**src/rtl/ssz_pkg.sv**
```systemverilog
// Shared constants for the speed shaping and zero clamp block
package ssz_pkg;
   // Register byte addresses
   localparam logic [7:0] A_PROFILE = 8'h00;
   localparam logic [7:0] A_MODE = 8'h04;
   localparam logic [7:0] A_RAMP = 8'h08;
   localparam logic [7:0] A_SRISE = 8'h0C;
   localparam logic [7:0] A_CLAMP = 8'h10;
   localparam logic [7:0] A_DIVIDE = 8'h14;
   localparam logic [7:0] A_REF = 8'h18;
   localparam logic [7:0] A_TOL = 8'h1C;
   localparam logic [7:0] A_STATUS = 8'h20;
   localparam logic [7:0] A_SPEED = 8'h24;
   // Field positions
   localparam int PROF_MODE_LSB = 0;
   localparam int PROF_ORDER_LSB = 4;
   localparam int PROF_RATIO_LSB = 8;
   localparam int MODE_CTRL_LSB = 4;
   localparam int MODE_ASSIGN_BIT = 16;
   localparam int RAMP_DEC_LSB = 16;
   // Codes
   localparam logic [3:0] PROF_TRAP = 4'h0;
   localparam logic [3:0] PROF_SCURVE = 4'h1;
   localparam logic [3:0] PROF_FILTER = 4'h2;
   localparam logic [3:0] CTRL_ZCLAMP = 4'hA;
   // Reset values and ranges
   localparam logic [15:0] RST_THRESH = 16'h000A;
   localparam logic [16:0] RST_DIVIDE = 17'h0_09C4;
   localparam logic [15:0] RST_TOL = 16'h000A;
   localparam logic [15:0] TIME_MAX = 16'h2710;
   localparam logic [15:0] THRESH_MAX = 16'h2710;
   localparam logic [16:0] DIV_MIN = 17'h0_0010;
   localparam logic [16:0] DIV_MAX = 17'h0_8000;
   localparam logic [1:0] FILT_SHIFT = 2'h3;
   // Timing: one ms of setting per 1000 r/min is one us per r/min
   localparam int CLK_MHZ = 250;
   localparam int RPM_STEP_NS = 1000;
   localparam int RAMP_UNIT_CYC = RPM_STEP_NS * CLK_MHZ / 1000;
   localparam int MS_NS = 1000000;
   localparam int MS_CYC = MS_NS / 1000 * CLK_MHZ / 1000;
   // Clamp states
   typedef enum logic {ST_RUN, ST_CLAMP} ssz_state_t;
endpackage

```
**src/rtl/ssz_top.sv**
```systemverilog
// Speed shaping, zero clamp, feedback divider and speed match output
//
// Function
// RULE1: Profile digit 1 selects S-curve shaping with a ratio digit of 0 to 3.
// RULE2: The S-curve rise time takes 0 to 10000 ms, resets to 0, acts at once.
// RULE3: Profile digit 2 selects accel/decel filtering, first or second order.
// RULE4: Clamp request active and reference under threshold locks the motor.
// RULE5: In clamp the motor is held within one count of the latched position.
// RULE6: Clamping only works when the control mode digit selects code A.
// RULE7: The clamp threshold takes 0 to 10000 r/min, resets to 10, capped at max.
// RULE8: The host drives the clamp request low to enable and high to disable.
// RULE9: Feedback is divided to 16..32768 pulses per rev on A/B with index C.
// RULE10: The host uses the index for origin return only after two turns.
// RULE11: The absolute position request is honoured only with an absolute encoder.
// RULE12: The speed match output is low on match and high otherwise.
// RULE13: The speed match signal may be routed to the alternate output.
// RULE14: Ramp times are per 1000 r/min and zero means no ramping.
// RULE15: Speed match uses a programmable tolerance band.
//
// Our own choices: the register offsets and the APB slave port.
module ssz_top #(
   parameter int MS_CYC = ssz_pkg::MS_CYC,
   parameter int ENC_COUNTS = 131072,
   parameter logic [15:0] MAX_SPEED = 16'h0BB8,
   parameter int KP_SHIFT = 2
) (
   // Clock and reset
   input wire logic sys_clk_i,
   input wire logic resetn_i,
   // APB slave
   input wire logic [7:0] paddr_i,
   input wire logic psel_i,
   input wire logic penable_i,
   input wire logic pwrite_i,
   input wire logic [31:0] pwdata_i,
   output logic [31:0] prdata_o,
   output logic pready_o,
   output logic pslverr_o,
   // Pins from host and encoder
   input wire logic clamp_request_n_i,
   input wire logic enc_a_i,
   input wire logic enc_b_i,
   input wire logic absolute_position_request_i,
   input wire logic abs_encoder_fitted_i,
   // Measured motor speed, same clock
   input wire logic signed [15:0] motor_speed_i,
   // Drive and pin outputs
   output logic signed [15:0] speed_cmd_o,
   output logic phase_a_out_p_o,
   output logic phase_a_out_n_o,
   output logic phase_b_out_p_o,
   output logic phase_b_out_n_o,
   output logic index_out_p_o,
   output logic index_out_n_o,
   output logic speed_match_n_o,
   output logic speed_match_alt_o,
   output logic abs_request_o
);

   ////////////////////////////////////////////////////////////////////////
   // Helpers
   function automatic logic [15:0] sat16(input logic [31:0] v, input logic [15:0] m);
      sat16 = (v > {16'h0000, m}) ? m : v[15:0];
   endfunction

   function automatic logic [16:0] abs17(input logic signed [16:0] v);
      abs17 = v[16] ? 17'(-v) : v;
   endfunction

   // One filter step toward x, never stalling short of it
   function automatic logic signed [15:0] filt(input logic signed [15:0] y,
      input logic signed [15:0] x, input logic [1:0] sh);
      logic signed [16:0] d;
      logic signed [16:0] s;
      d = 17'(x) - 17'(y);
      s = d >>> sh;
      if (s == 17'sh0_0000 && d != 17'sh0_0000)
         s = d[16] ? -17'sd1 : 17'sd1;
      filt = 16'(17'(y) + s);
   endfunction

   ////////////////////////////////////////////////////////////////////////
   // Pin synchronisers: bit0 clamp_n, bit1 A, bit2 B, bit3 abs request
   logic [3:0] s1_r, s2_r, s3_r, pin_r, pin_nxt;
   logic [3:0] pins;
   assign pins = {absolute_position_request_i, enc_b_i, enc_a_i, clamp_request_n_i};

   // Accept a change once the second and third stages agree
   always_comb
   begin
      pin_nxt = (s2_r & ~(s2_r ^ s3_r)) | (pin_r & (s2_r ^ s3_r));
   end

   always_ff @(posedge sys_clk_i)
   begin
      if (!resetn_i)
      begin
         s1_r <= 4'h1;
         s2_r <= 4'h1;
         s3_r <= 4'h1;
         pin_r <= 4'h1;
      end
      else
      begin
         s1_r <= pins;
         s2_r <= s1_r;
         s3_r <= s2_r;
         pin_r <= pin_nxt;
      end
   end

   ////////////////////////////////////////////////////////////////////////
   // APB register file
   logic [11:0] prof_r, prof_nxt;
   logic [3:0] ctl_r, ctl_nxt;
   logic asg_r, asg_nxt;
   logic [15:0] acc_t_r, acc_t_nxt, dec_t_r, dec_t_nxt, srise_r, srise_nxt;
   logic [15:0] thr_r, thr_nxt, tol_r, tol_nxt;
   // Divide setting survives reset, so a new count applies at the next reset
   logic [16:0] div_r = ssz_pkg::RST_DIVIDE;
   logic [16:0] div_nxt;
   logic signed [15:0] ref_r, ref_nxt;
   logic [31:0] rd_r, rd_nxt;
   logic rdy_r, rdy_nxt, err_r, err_nxt;
   logic signed [15:0] shaped, cmd_r;
   logic match_r;
   ssz_pkg::ssz_state_t st_r, st_nxt;
   logic wr_done, mapped;
   logic [31:0] rdata;
   assign wr_done = psel_i & penable_i & rdy_r & pwrite_i;

   // Address decode and read mux
   always_comb
   begin
      mapped = 1'b1;
      rdata = 32'h0000_0000;
      case (paddr_i)
         ssz_pkg::A_PROFILE: rdata = {20'h0_0000, prof_r};
         ssz_pkg::A_MODE: rdata = {15'h0000, asg_r, 8'h00, ctl_r, 4'h0};
         ssz_pkg::A_RAMP: rdata = {dec_t_r, acc_t_r};
         ssz_pkg::A_SRISE: rdata = {16'h0000, srise_r};
         ssz_pkg::A_CLAMP: rdata = {16'h0000, thr_r};
         ssz_pkg::A_DIVIDE: rdata = {15'h0000, div_r};
         ssz_pkg::A_REF: rdata = {16'h0000, ref_r};
         ssz_pkg::A_TOL: rdata = {16'h0000, tol_r};
         ssz_pkg::A_STATUS: rdata = {29'h0000_0000, match_r, st_r == ssz_pkg::ST_CLAMP, pin_r[0]};
         ssz_pkg::A_SPEED: rdata = {cmd_r, shaped};
         default: mapped = 1'b0;
      endcase
   end

   // Register writes; ramp, rise time and threshold settings above range saturate
   always_comb
   begin
      prof_nxt = prof_r;
      ctl_nxt = ctl_r;
      asg_nxt = asg_r;
      acc_t_nxt = acc_t_r;
      dec_t_nxt = dec_t_r;
      srise_nxt = srise_r;
      thr_nxt = thr_r;
      div_nxt = div_r;
      ref_nxt = ref_r;
      tol_nxt = tol_r;
      rdy_nxt = psel_i & penable_i & ~rdy_r;
      rd_nxt = rdy_nxt ? rdata : rd_r;
      err_nxt = rdy_nxt & ~mapped;
      if (wr_done)
      begin
         case (paddr_i)
            ssz_pkg::A_PROFILE: prof_nxt = pwdata_i[11:0];
            ssz_pkg::A_MODE:
            begin
               ctl_nxt = pwdata_i[ssz_pkg::MODE_CTRL_LSB +: 4];
               asg_nxt = pwdata_i[ssz_pkg::MODE_ASSIGN_BIT];
            end
            ssz_pkg::A_RAMP:
            begin
               acc_t_nxt = sat16({16'h0000, pwdata_i[15:0]}, ssz_pkg::TIME_MAX);
               dec_t_nxt = sat16({16'h0000, pwdata_i[31:16]}, ssz_pkg::TIME_MAX);
            end
            // RULE2: rise time range
            ssz_pkg::A_SRISE: srise_nxt = sat16(pwdata_i, ssz_pkg::TIME_MAX);
            // RULE7: threshold range
            ssz_pkg::A_CLAMP: thr_nxt = sat16(pwdata_i, ssz_pkg::THRESH_MAX);
            ssz_pkg::A_DIVIDE: div_nxt = pwdata_i[16:0];
            ssz_pkg::A_REF: ref_nxt = pwdata_i[15:0];
            ssz_pkg::A_TOL: tol_nxt = pwdata_i[15:0];
            default: ;
         endcase
      end
   end

   always_ff @(posedge sys_clk_i)
   begin
      if (!resetn_i)
      begin
         prof_r <= 12'h000;
         ctl_r <= 4'h0;
         asg_r <= 1'b0;
         acc_t_r <= 16'h0000;
         dec_t_r <= 16'h0000;
         srise_r <= 16'h0000;
         thr_r <= ssz_pkg::RST_THRESH;
         ref_r <= 16'h0000;
         tol_r <= ssz_pkg::RST_TOL;
         rd_r <= 32'h0000_0000;
         rdy_r <= 1'b0;
         err_r <= 1'b0;
      end
      else
      begin
         prof_r <= prof_nxt;
         ctl_r <= ctl_nxt;
         asg_r <= asg_nxt;
         acc_t_r <= acc_t_nxt;
         dec_t_r <= dec_t_nxt;
         srise_r <= srise_nxt;
         thr_r <= thr_nxt;
         div_r <= div_nxt;
         ref_r <= ref_nxt;
         tol_r <= tol_nxt;
         rd_r <= rd_nxt;
         rdy_r <= rdy_nxt;
         err_r <= err_nxt;
      end
   end

   assign prdata_o = rd_r;
   assign pready_o = rdy_r;
   assign pslverr_o = err_r;

   ////////////////////////////////////////////////////////////////////////
   // Reference shaping: ramp, S-curve filter, accel/decel filters
   logic [3:0] pmode, ratio;
   logic order2;
   assign pmode = prof_r[ssz_pkg::PROF_MODE_LSB +: 4];
   assign order2 = prof_r[ssz_pkg::PROF_ORDER_LSB];
   assign ratio = prof_r[ssz_pkg::PROF_RATIO_LSB +: 4];
   logic signed [15:0] ramp_r, ramp_nxt, f1_r, f1_nxt, f2_r, f2_nxt;
   logic [31:0] rcnt_r, rcnt_nxt, mcnt_r, mcnt_nxt, period;
   logic [15:0] tsel;
   logic up, accel, tick;
   assign tick = (mcnt_r == 32'(MS_CYC - 1));

   always_comb
   begin
      up = ref_r > ramp_r;
      accel = up ? (ramp_r >= 16'sh0000) : (ramp_r <= 16'sh0000);
      // RULE2: S-curve uses its rise time as the ramp time
      tsel = (pmode == ssz_pkg::PROF_SCURVE) ? srise_r : (accel ? acc_t_r : dec_t_r);
      period = 32'(tsel) * 32'(ssz_pkg::RAMP_UNIT_CYC);
      mcnt_nxt = tick ? 32'h0000_0000 : mcnt_r + 32'h0000_0001;
      rcnt_nxt = rcnt_r;
      ramp_nxt = ramp_r;
      // RULE14: one r/min per tsel us, zero time passes the step
      if (tsel == 16'h0000)
      begin
         ramp_nxt = ref_r;
         rcnt_nxt = 32'h0000_0000;
      end
      else if (ref_r != ramp_r)
      begin
         rcnt_nxt = (rcnt_r >= period - 32'h0000_0001) ? 32'h0000_0000 : rcnt_r + 32'h0000_0001;
         if (rcnt_nxt == 32'h0000_0000)
            ramp_nxt = up ? ramp_r + 16'sh0001 : ramp_r - 16'sh0001;
      end
      f1_nxt = f1_r;
      f2_nxt = f2_r;
      if (tick)
      begin
         // RULE3: first or second order filtering
         if (pmode == ssz_pkg::PROF_FILTER)
         begin
            f1_nxt = filt(f1_r, ref_r, ssz_pkg::FILT_SHIFT);
            f2_nxt = order2 ? filt(f2_r, f1_r, ssz_pkg::FILT_SHIFT) : f1_r;
         end
         // RULE1: S-curve rounding, ratio 0 nearly linear
         else
         begin
            f1_nxt = ramp_r;
            f2_nxt = filt(f2_r, ramp_r, ratio[1:0]);
         end
      end
      shaped = (pmode == ssz_pkg::PROF_SCURVE || pmode == ssz_pkg::PROF_FILTER) ? f2_r : ramp_r;
   end

   always_ff @(posedge sys_clk_i)
   begin
      if (!resetn_i)
      begin
         ramp_r <= 16'sh0000;
         f1_r <= 16'sh0000;
         f2_r <= 16'sh0000;
         rcnt_r <= 32'h0000_0000;
         mcnt_r <= 32'h0000_0000;
      end
      else
      begin
         ramp_r <= ramp_nxt;
         f1_r <= f1_nxt;
         f2_r <= f2_nxt;
         rcnt_r <= rcnt_nxt;
         mcnt_r <= mcnt_nxt;
      end
   end

   ////////////////////////////////////////////////////////////////////////
   // Encoder decode, position and frozen divide setting
   logic [1:0] g_r, g_nxt, oq_r, oq_nxt, dg;
   logic signed [31:0] pos_r, pos_nxt;
   logic [17:0] rev_r, rev_nxt, acc_r, acc_nxt, inc;
   logic [16:0] dv_r, dv_nxt;
   logic ld_r, absf_r, absf_nxt, fwd, bwd;

   always_comb
   begin
      g_nxt = {pin_r[2], pin_r[1] ^ pin_r[2]};
      dg = g_nxt - g_r;
      fwd = (dg == 2'h1);
      bwd = (dg == 2'h3);
      pos_nxt = pos_r + (fwd ? 32'sd1 : 32'sd0) - (bwd ? 32'sd1 : 32'sd0);
      rev_nxt = rev_r;
      if (fwd)
         rev_nxt = (rev_r == 18'(ENC_COUNTS - 1)) ? 18'h0_0000 : rev_r + 18'h0_0001;
      else if (bwd)
         rev_nxt = (rev_r == 18'h0_0000) ? 18'(ENC_COUNTS - 1) : rev_r - 18'h0_0001;
      // RULE9: count latched once after reset, needs a reset to change
      dv_nxt = dv_r;
      absf_nxt = absf_r;
      if (!ld_r)
      begin
         dv_nxt = (div_r < ssz_pkg::DIV_MIN) ? ssz_pkg::DIV_MIN :
                  (div_r > ssz_pkg::DIV_MAX) ? ssz_pkg::DIV_MAX : div_r;
         absf_nxt = abs_encoder_fitted_i;
      end
      // RULE9: four output edges per divided pulse
      inc = {dv_r, 1'b0} << 1;
      acc_nxt = acc_r;
      oq_nxt = oq_r;
      if (fwd)
      begin
         acc_nxt = acc_r + inc;
         if (acc_nxt >= 18'(ENC_COUNTS))
         begin
            acc_nxt = acc_nxt - 18'(ENC_COUNTS);
            oq_nxt = oq_r + 2'h1;
         end
      end
      else if (bwd)
      begin
         acc_nxt = acc_r - inc;
         if (acc_r < inc)
         begin
            acc_nxt = acc_nxt + 18'(ENC_COUNTS);
            oq_nxt = oq_r - 2'h1;
         end
      end
   end

   always_ff @(posedge sys_clk_i)
   begin
      if (!resetn_i)
      begin
         g_r <= 2'h0;
         pos_r <= 32'sh0000_0000;
         rev_r <= 18'h0_0000;
         acc_r <= 18'h0_0000;
         oq_r <= 2'h0;
         dv_r <= ssz_pkg::RST_DIVIDE;
         absf_r <= 1'b0;
         ld_r <= 1'b0;
      end
      else
      begin
         g_r <= g_nxt;
         pos_r <= pos_nxt;
         rev_r <= rev_nxt;
         acc_r <= acc_nxt;
         oq_r <= oq_nxt;
         dv_r <= dv_nxt;
         absf_r <= absf_nxt;
         ld_r <= 1'b1;
      end
   end

   ////////////////////////////////////////////////////////////////////////
   // Zero clamp, command mux, speed match and pin outputs
   logic signed [31:0] hold_r, hold_nxt, perr;
   logic signed [15:0] cmd_nxt, pcmd;
   logic [15:0] thr_eff;
   logic zc_mode, clamp_cond, near, match_nxt;
   logic [8:0] pins_r, pins_nxt;

   always_comb
   begin
      // RULE7: threshold capped at motor maximum
      thr_eff = (thr_r > MAX_SPEED) ? MAX_SPEED : thr_r;
      // RULE6: clamp only in speed-with-clamp mode
      zc_mode = (ctl_r == ssz_pkg::CTRL_ZCLAMP);
      // RULE4: request low and reference below threshold
      clamp_cond = zc_mode && !pin_r[0] && abs17(17'(ref_r)) < 17'(thr_eff);
      st_nxt = clamp_cond ? ssz_pkg::ST_CLAMP : ssz_pkg::ST_RUN;
      hold_nxt = (clamp_cond && st_r == ssz_pkg::ST_RUN) ? pos_r : hold_r;
      // RULE5: drive back to latched position, one count deadband
      perr = hold_r - pos_r;
      near = (perr >= -32'sd1) && (perr <= 32'sd1);
      if (near)
         pcmd = 16'sh0000;
      else if (perr > 32'sd8191)
         pcmd = 16'sh7FFF;
      else if (perr < -32'sd8191)
         pcmd = -16'sh7FFF;
      else
         pcmd = 16'(perr <<< KP_SHIFT);
      cmd_nxt = (st_r == ssz_pkg::ST_CLAMP) ? pcmd : shaped;
      // RULE15: tolerance band around the reference
      match_nxt = abs17(17'(motor_speed_i) - 17'(shaped)) <= 17'(tol_r);
      // RULE12: low on match; RULE13: routed by assignment bit
      pins_nxt[0] = asg_r | ~match_r;
      pins_nxt[1] = ~asg_r | ~match_r;
      pins_nxt[2] = oq_r[0] ^ oq_r[1];
      pins_nxt[3] = oq_r[1];
      pins_nxt[4] = (rev_r == 18'h0_0000);
      // RULE11: request only passed with an absolute encoder
      pins_nxt[5] = absf_r & pin_r[3];
      // Inverted halves of the pairs, registered as well
      pins_nxt[8:6] = ~pins_nxt[4:2];
   end

   always_ff @(posedge sys_clk_i)
   begin
      if (!resetn_i)
      begin
         st_r <= ssz_pkg::ST_RUN;
         hold_r <= 32'sh0000_0000;
         cmd_r <= 16'sh0000;
         match_r <= 1'b0;
         pins_r <= 9'h0D3;
      end
      else
      begin
         st_r <= st_nxt;
         hold_r <= hold_nxt;
         cmd_r <= cmd_nxt;
         match_r <= match_nxt;
         pins_r <= pins_nxt;
      end
   end

   assign speed_cmd_o = cmd_r;
   assign speed_match_n_o = pins_r[0];
   assign speed_match_alt_o = pins_r[1];
   assign phase_a_out_p_o = pins_r[2];
   assign phase_a_out_n_o = pins_r[6];
   assign phase_b_out_p_o = pins_r[3];
   assign phase_b_out_n_o = pins_r[7];
   assign index_out_p_o = pins_r[4];
   assign index_out_n_o = pins_r[8];
   assign abs_request_o = pins_r[5];
endmodule
```
**config.mk**
```make
export PLATFORM = sky130hd
export DESIGN_NAME = ssz_top
export DESIGN_NICKNAME = d
export VERILOG_FILES = /design/src/rtl/ssz_pkg.sv /design/src/rtl/ssz_top.sv
export SDC_FILE = /design/constraint.sdc
export NUM_CORES = 2
export LEC_CHECK = 0
export ABC_AREA = 1
export BUFFER_PORTS_ARGS = -buffer_cell sky130_fd_sc_hd__buf_2
export CAP_MARGIN = 15
export CORE_UTILIZATION = 45
export CTS_BUF_LIST = sky130_fd_sc_hd__clkbuf_8 sky130_fd_sc_hd__clkbuf_16
export CTS_CLUSTER_DIAMETER = 200
export DETAILED_ROUTE_END_ITERATION = 8
export PLACE_DENSITY = 0.62
export SYNTH_ARGS = -nofsm -noshare
export SYNTH_HDL_FRONTEND = slang
export SYNTH_SLANG_ARGS = --single-unit
```
**constraint.sdc**
```tcl
create_clock -name sys_clk_i -period 9.3 [get_ports sys_clk_i]
set_clock_uncertainty 0.05 [all_clocks]
set_input_delay 0.465 -clock sys_clk_i [delete_from_list [all_inputs] [get_ports sys_clk_i]]
set_output_delay 0.465 -clock sys_clk_i [all_outputs]
set_load 0.1 [all_outputs]
```
==> out/summary.json <==
{
  "critical_path": {
    "worstPathArrival_ns": 9.26,
    "critical_path_peak_fanout": 15,
    "worst_setup_path_start_kind": "flip-flop",
    "critPathSlowestCell": "sky130_fd_sc_hd__fa_1",
    "timing.critical_path.mode_cell": "sky130_fd_sc_hd__nand2_1",
    "slowest_delay_ns": 0.51,
    "worst-setup-path-type": "flip-flop to flip-flop",
    "cp_data_required_time_ns": 9.78,
    "setup.worst_path.end_class": "flip-flop"
  },
  "place": {
    "gp_congestion": 0.985,
    "dpl_cell_area_sq_um": 39300,
    "hpwlAfterDp_um": 98200,
    "port_buffers": 124
  },
  "synth": {
    "synthSimpleGateAreaFrac_pct": 25.9,
    "synth_edf_count": 17,
    "post_synth_fa_ha_maj_area_fraction_pct": 15.1,
    "synth_compound_gate_area_share_pct": 18.8,
    "synth_flop_cell": "sky130_fd_sc_hd__dfxtp_1",
    "synth_cells": 5584,
    "synthesis.yosys.warnings": 0,
    "muxShareOfSynthArea_pct": 0.0269,
    "yosys.cell_types.count": 63,
    "syn-mean-instance-area_sq_um": 6.66,
    "synthXorXnorAreaFrac_pct": 5.84,
    "synth_top_family_by_area": "simple AND/OR/NAND/NOR gates",
    "synth-seq-cells": 439,
    "async_flop_share_pct": 0,
    "mappedNetlistArea_sq_um": 37200,
    "synth_seq_area_share_pct": 24.1
  },
  "layout": {
    "layout.nets": 6209,
    "area.growth.synth_to_final_pct": 12.7,
    "layout-drive-gt1-share_pct": 8.49,
    "fillers": 8261,
    "postLayoutCellArea_sq_um": 41900
  },
  "floorplanning": {
    "num_io_pins": 125,
    "fp.dieH_um": 290,
    "die_width_um": 290,
    "fp-row-count": 105,
    "start_util_pct": 45.4,
    "core_sq_um": 82000,
    "die_area_sq_um": 83800
  },
  "global_route": {
    "grtUsageTotal_pct": 28.8,
    "grt_first_pass_wirelength_um": 191000,
    "first_global_vias": 34800,
    "grt_start_max_net_pins": 143,
    "global_route.overflow_total": 0,
    "antenna_found_initial": 9
  },
  "sta": {
    "hold_viol_final": 0,
    "finalSetupTns_ns": 0,
    "final_cycle_utilization_of_the_critical_path_pct": 94.5,
    "final-max-slew-violation-count": 0,
    "tightestPinTransition_ns": 1.19,
    "setup-violations-final": 0,
    "relSlewSlack_pct": 20.5,
    "rsz0062_at_grt": "yes",
    "worst_case_hold_slack_ns": 0.0835,
    "min_period_ns": 8.79,
    "fmaxAchievable_ghz": 0.114
  },
  "clock_network": {
    "cts.sinks": 439,
    "cts-buffers-inserted": 54,
    "cts.reportedPaths.clkPinSlew_ns": 0.07,
    "ctsRootBufferMaster": "sky130_fd_sc_hd__clkbuf_16",
    "htree_num_levels": 2,
    "max-clock-path-buffers": 3,
    "cts_tree": "yes",
    "clock_insertion_delay_worst_skew_ns": 0.66
  },
  "route": {
    "via_count": 37700,
    "drt_drc_violations_left": 0,
    "wire_per_inst_um": 18.2,
    "dr.first_iter.drc_count": 3300,
    "dr.pass1.iters": 8,
    "routed_via_density": 5.51,
    "number_of_routed_nets_with_antenna_violations": 0,
    "detail_route.wirelength_um": 124000
  },
  "min_path": {
    "holdCritPathClass": "input pin to flip-flop"
  },
  "outcome": {
    "outcome": "finished, final reports clean"
  },
  "flow_run": {
    "number_of_maximum_capacitance_violations": 0
  }
}
cell families (layout without fill, tap and decap cells):
kind of cell,count (synthesis),count (layout)
and+or+nand+nor,2234,2235
AOI/OAI and AO/OA,1252,1252
buffers and inverters,995,1177
DFF,439,439
adders and majority gates,414,414
xor gates and xnor gates,248,248
other,1,11
muxes,1,1
per-layer routing:
metal / share of wire (%) / track usage (%) / up-vias
li1: - / - / 18900
met1: 45 / 39.6 / 17200
met2: 43 / 45.7 / 1374
met3: 7.7 / 4.14 / 261
met4: 4.0 / 10.9 / 6
met5: 0.031 / 0 / -
critical path, delay by kind of cell (launching register included):
| family | cells | cell delay, ns |
|---|---|---|
| flops | 1 | 0.35 |
| buf+inv | 10 | 1.01 |
| fa+ha+maj | 8 | 2.84 |
| simple gates | 23 | 2.86 |
| xor+xnor | 2 | 0.38 |
| compound gates | 7 | 1.15 |
Yosys cell counts (25+ instances only):
cell type	count	share of area, %
sky130_fd_sc_hd__a21o_1	25	0.50
sky130_fd_sc_hd__a21oi_1	583	7.8
sky130_fd_sc_hd__a221oi_1	27	0.64
sky130_fd_sc_hd__a31oi_1	32	0.54
sky130_fd_sc_hd__clkbuf_1	127	1.3
sky130_fd_sc_hd__dfxtp_1	422	23
sky130_fd_sc_hd__fa_1	59	3.2
sky130_fd_sc_hd__ha_1	355	12
sky130_fd_sc_hd__inv_1	816	8.2
sky130_fd_sc_hd__nand2_1	1089	11
sky130_fd_sc_hd__nand3_1	299	4.0
sky130_fd_sc_hd__nand3b_1	25	0.50
sky130_fd_sc_hd__nand4_1	71	1.2
sky130_fd_sc_hd__nor2_1	491	5.0
sky130_fd_sc_hd__nor3_1	135	1.8
sky130_fd_sc_hd__nor4_1	37	0.62
sky130_fd_sc_hd__o211ai_1	32	0.65
sky130_fd_sc_hd__o21ai_0	358	4.8
sky130_fd_sc_hd__o22ai_1	38	0.64
sky130_fd_sc_hd__or2_2	25	0.42
sky130_fd_sc_hd__xnor2_1	66	1.6
sky130_fd_sc_hd__xor2_1	182	4.3
registers in the layout, indices dropped and copies added, names as in the netlist, 17 cells and up, named ones only:
name / count
mcnt_r: 32
rcnt_r: 32
hold_r: 32
div_r: 17
prdata_o: 32
pos_r: 32
rev_r: 18
worst paths after layout:
path	endpoint	start	cells after the start	slack [ns]
worst max-delay path	ramp_r[0]	ramp_r[3]	50	0.51
worst min-delay path	dec_t_r[8]	pwdata_i[24]	3	0.08
worst max register to register	ramp_r[0]	ramp_r[3]	50	0.51
worst min register to register	s3_r[1]	s2_r[1]	2	0.35
area by class of cell:
type                    count  area, sq um  share of cell area [%]
inverters                 834         3140                    7.49
clock inverters            38          541                    1.29
well taps                1070         1340                    3.19
repair buffers            246         1620                    3.86
diodes                      7         17.5                  0.0418
multi-input cells        4154        24900                    59.4
clock buffers              59         1420                    3.39
flip-flops and latches    439         8960                    21.4
cell usage in the layout, fill, tap and decap left out, drive strengths merged, types with 5 or more instances in the layout:
cell type / instances
a211oi: 24
a21boi: 26
a21o: 25
a21oi: 585
a221oi: 27
a31oi: 32
buf: 241
bufinv: 12
clkbuf: 59
clkinv: 27
dfxtp: 422
diode: 7
dlygate4sd3: 5
edfxtp: 17
fa: 59
ha: 355
inv: 833
nand2: 1108
nand3: 303
nand3b: 25
nand4: 71
nor2: 506
nor3: 147
nor3b: 6
nor4: 37
o2111ai: 7
o211ai: 32
o21a: 18
o21ai: 380
o21bai: 17
o221ai: 13
o22ai: 38
o31ai: 10
o41ai: 5
or2: 26
xnor2: 66
xor2: 182
per-stage QoR:
stage | util [%] | instances | setup WS [ns]
2_1_floorplan | - | 5587 | 0.640
3_3_place_gp | 47.9 | 6717 | 0.0872
3_5_place_dp | 47.9 | 6717 | -0.132
4_1_cts | 50.4 | 6820 | 0.0825
5_1_grt | 51.1 | 6845 | -0.0639
6_report | 51.1 | 6847 | 0.515
timing repair:
action                                 4_1_cts  5_1_grt
setup buffers                                1       17
hold buffers                                 5        0
pin swaps                                    1       25
resized for setup                            4      101
cloned                                       0        1
setup endpoints to repair                   16       28
endpoints found under the hold margin        5        0
Power is not shown: default switching activity piles up to over one toggle a cycle in this logic, so the estimate is an artifact.
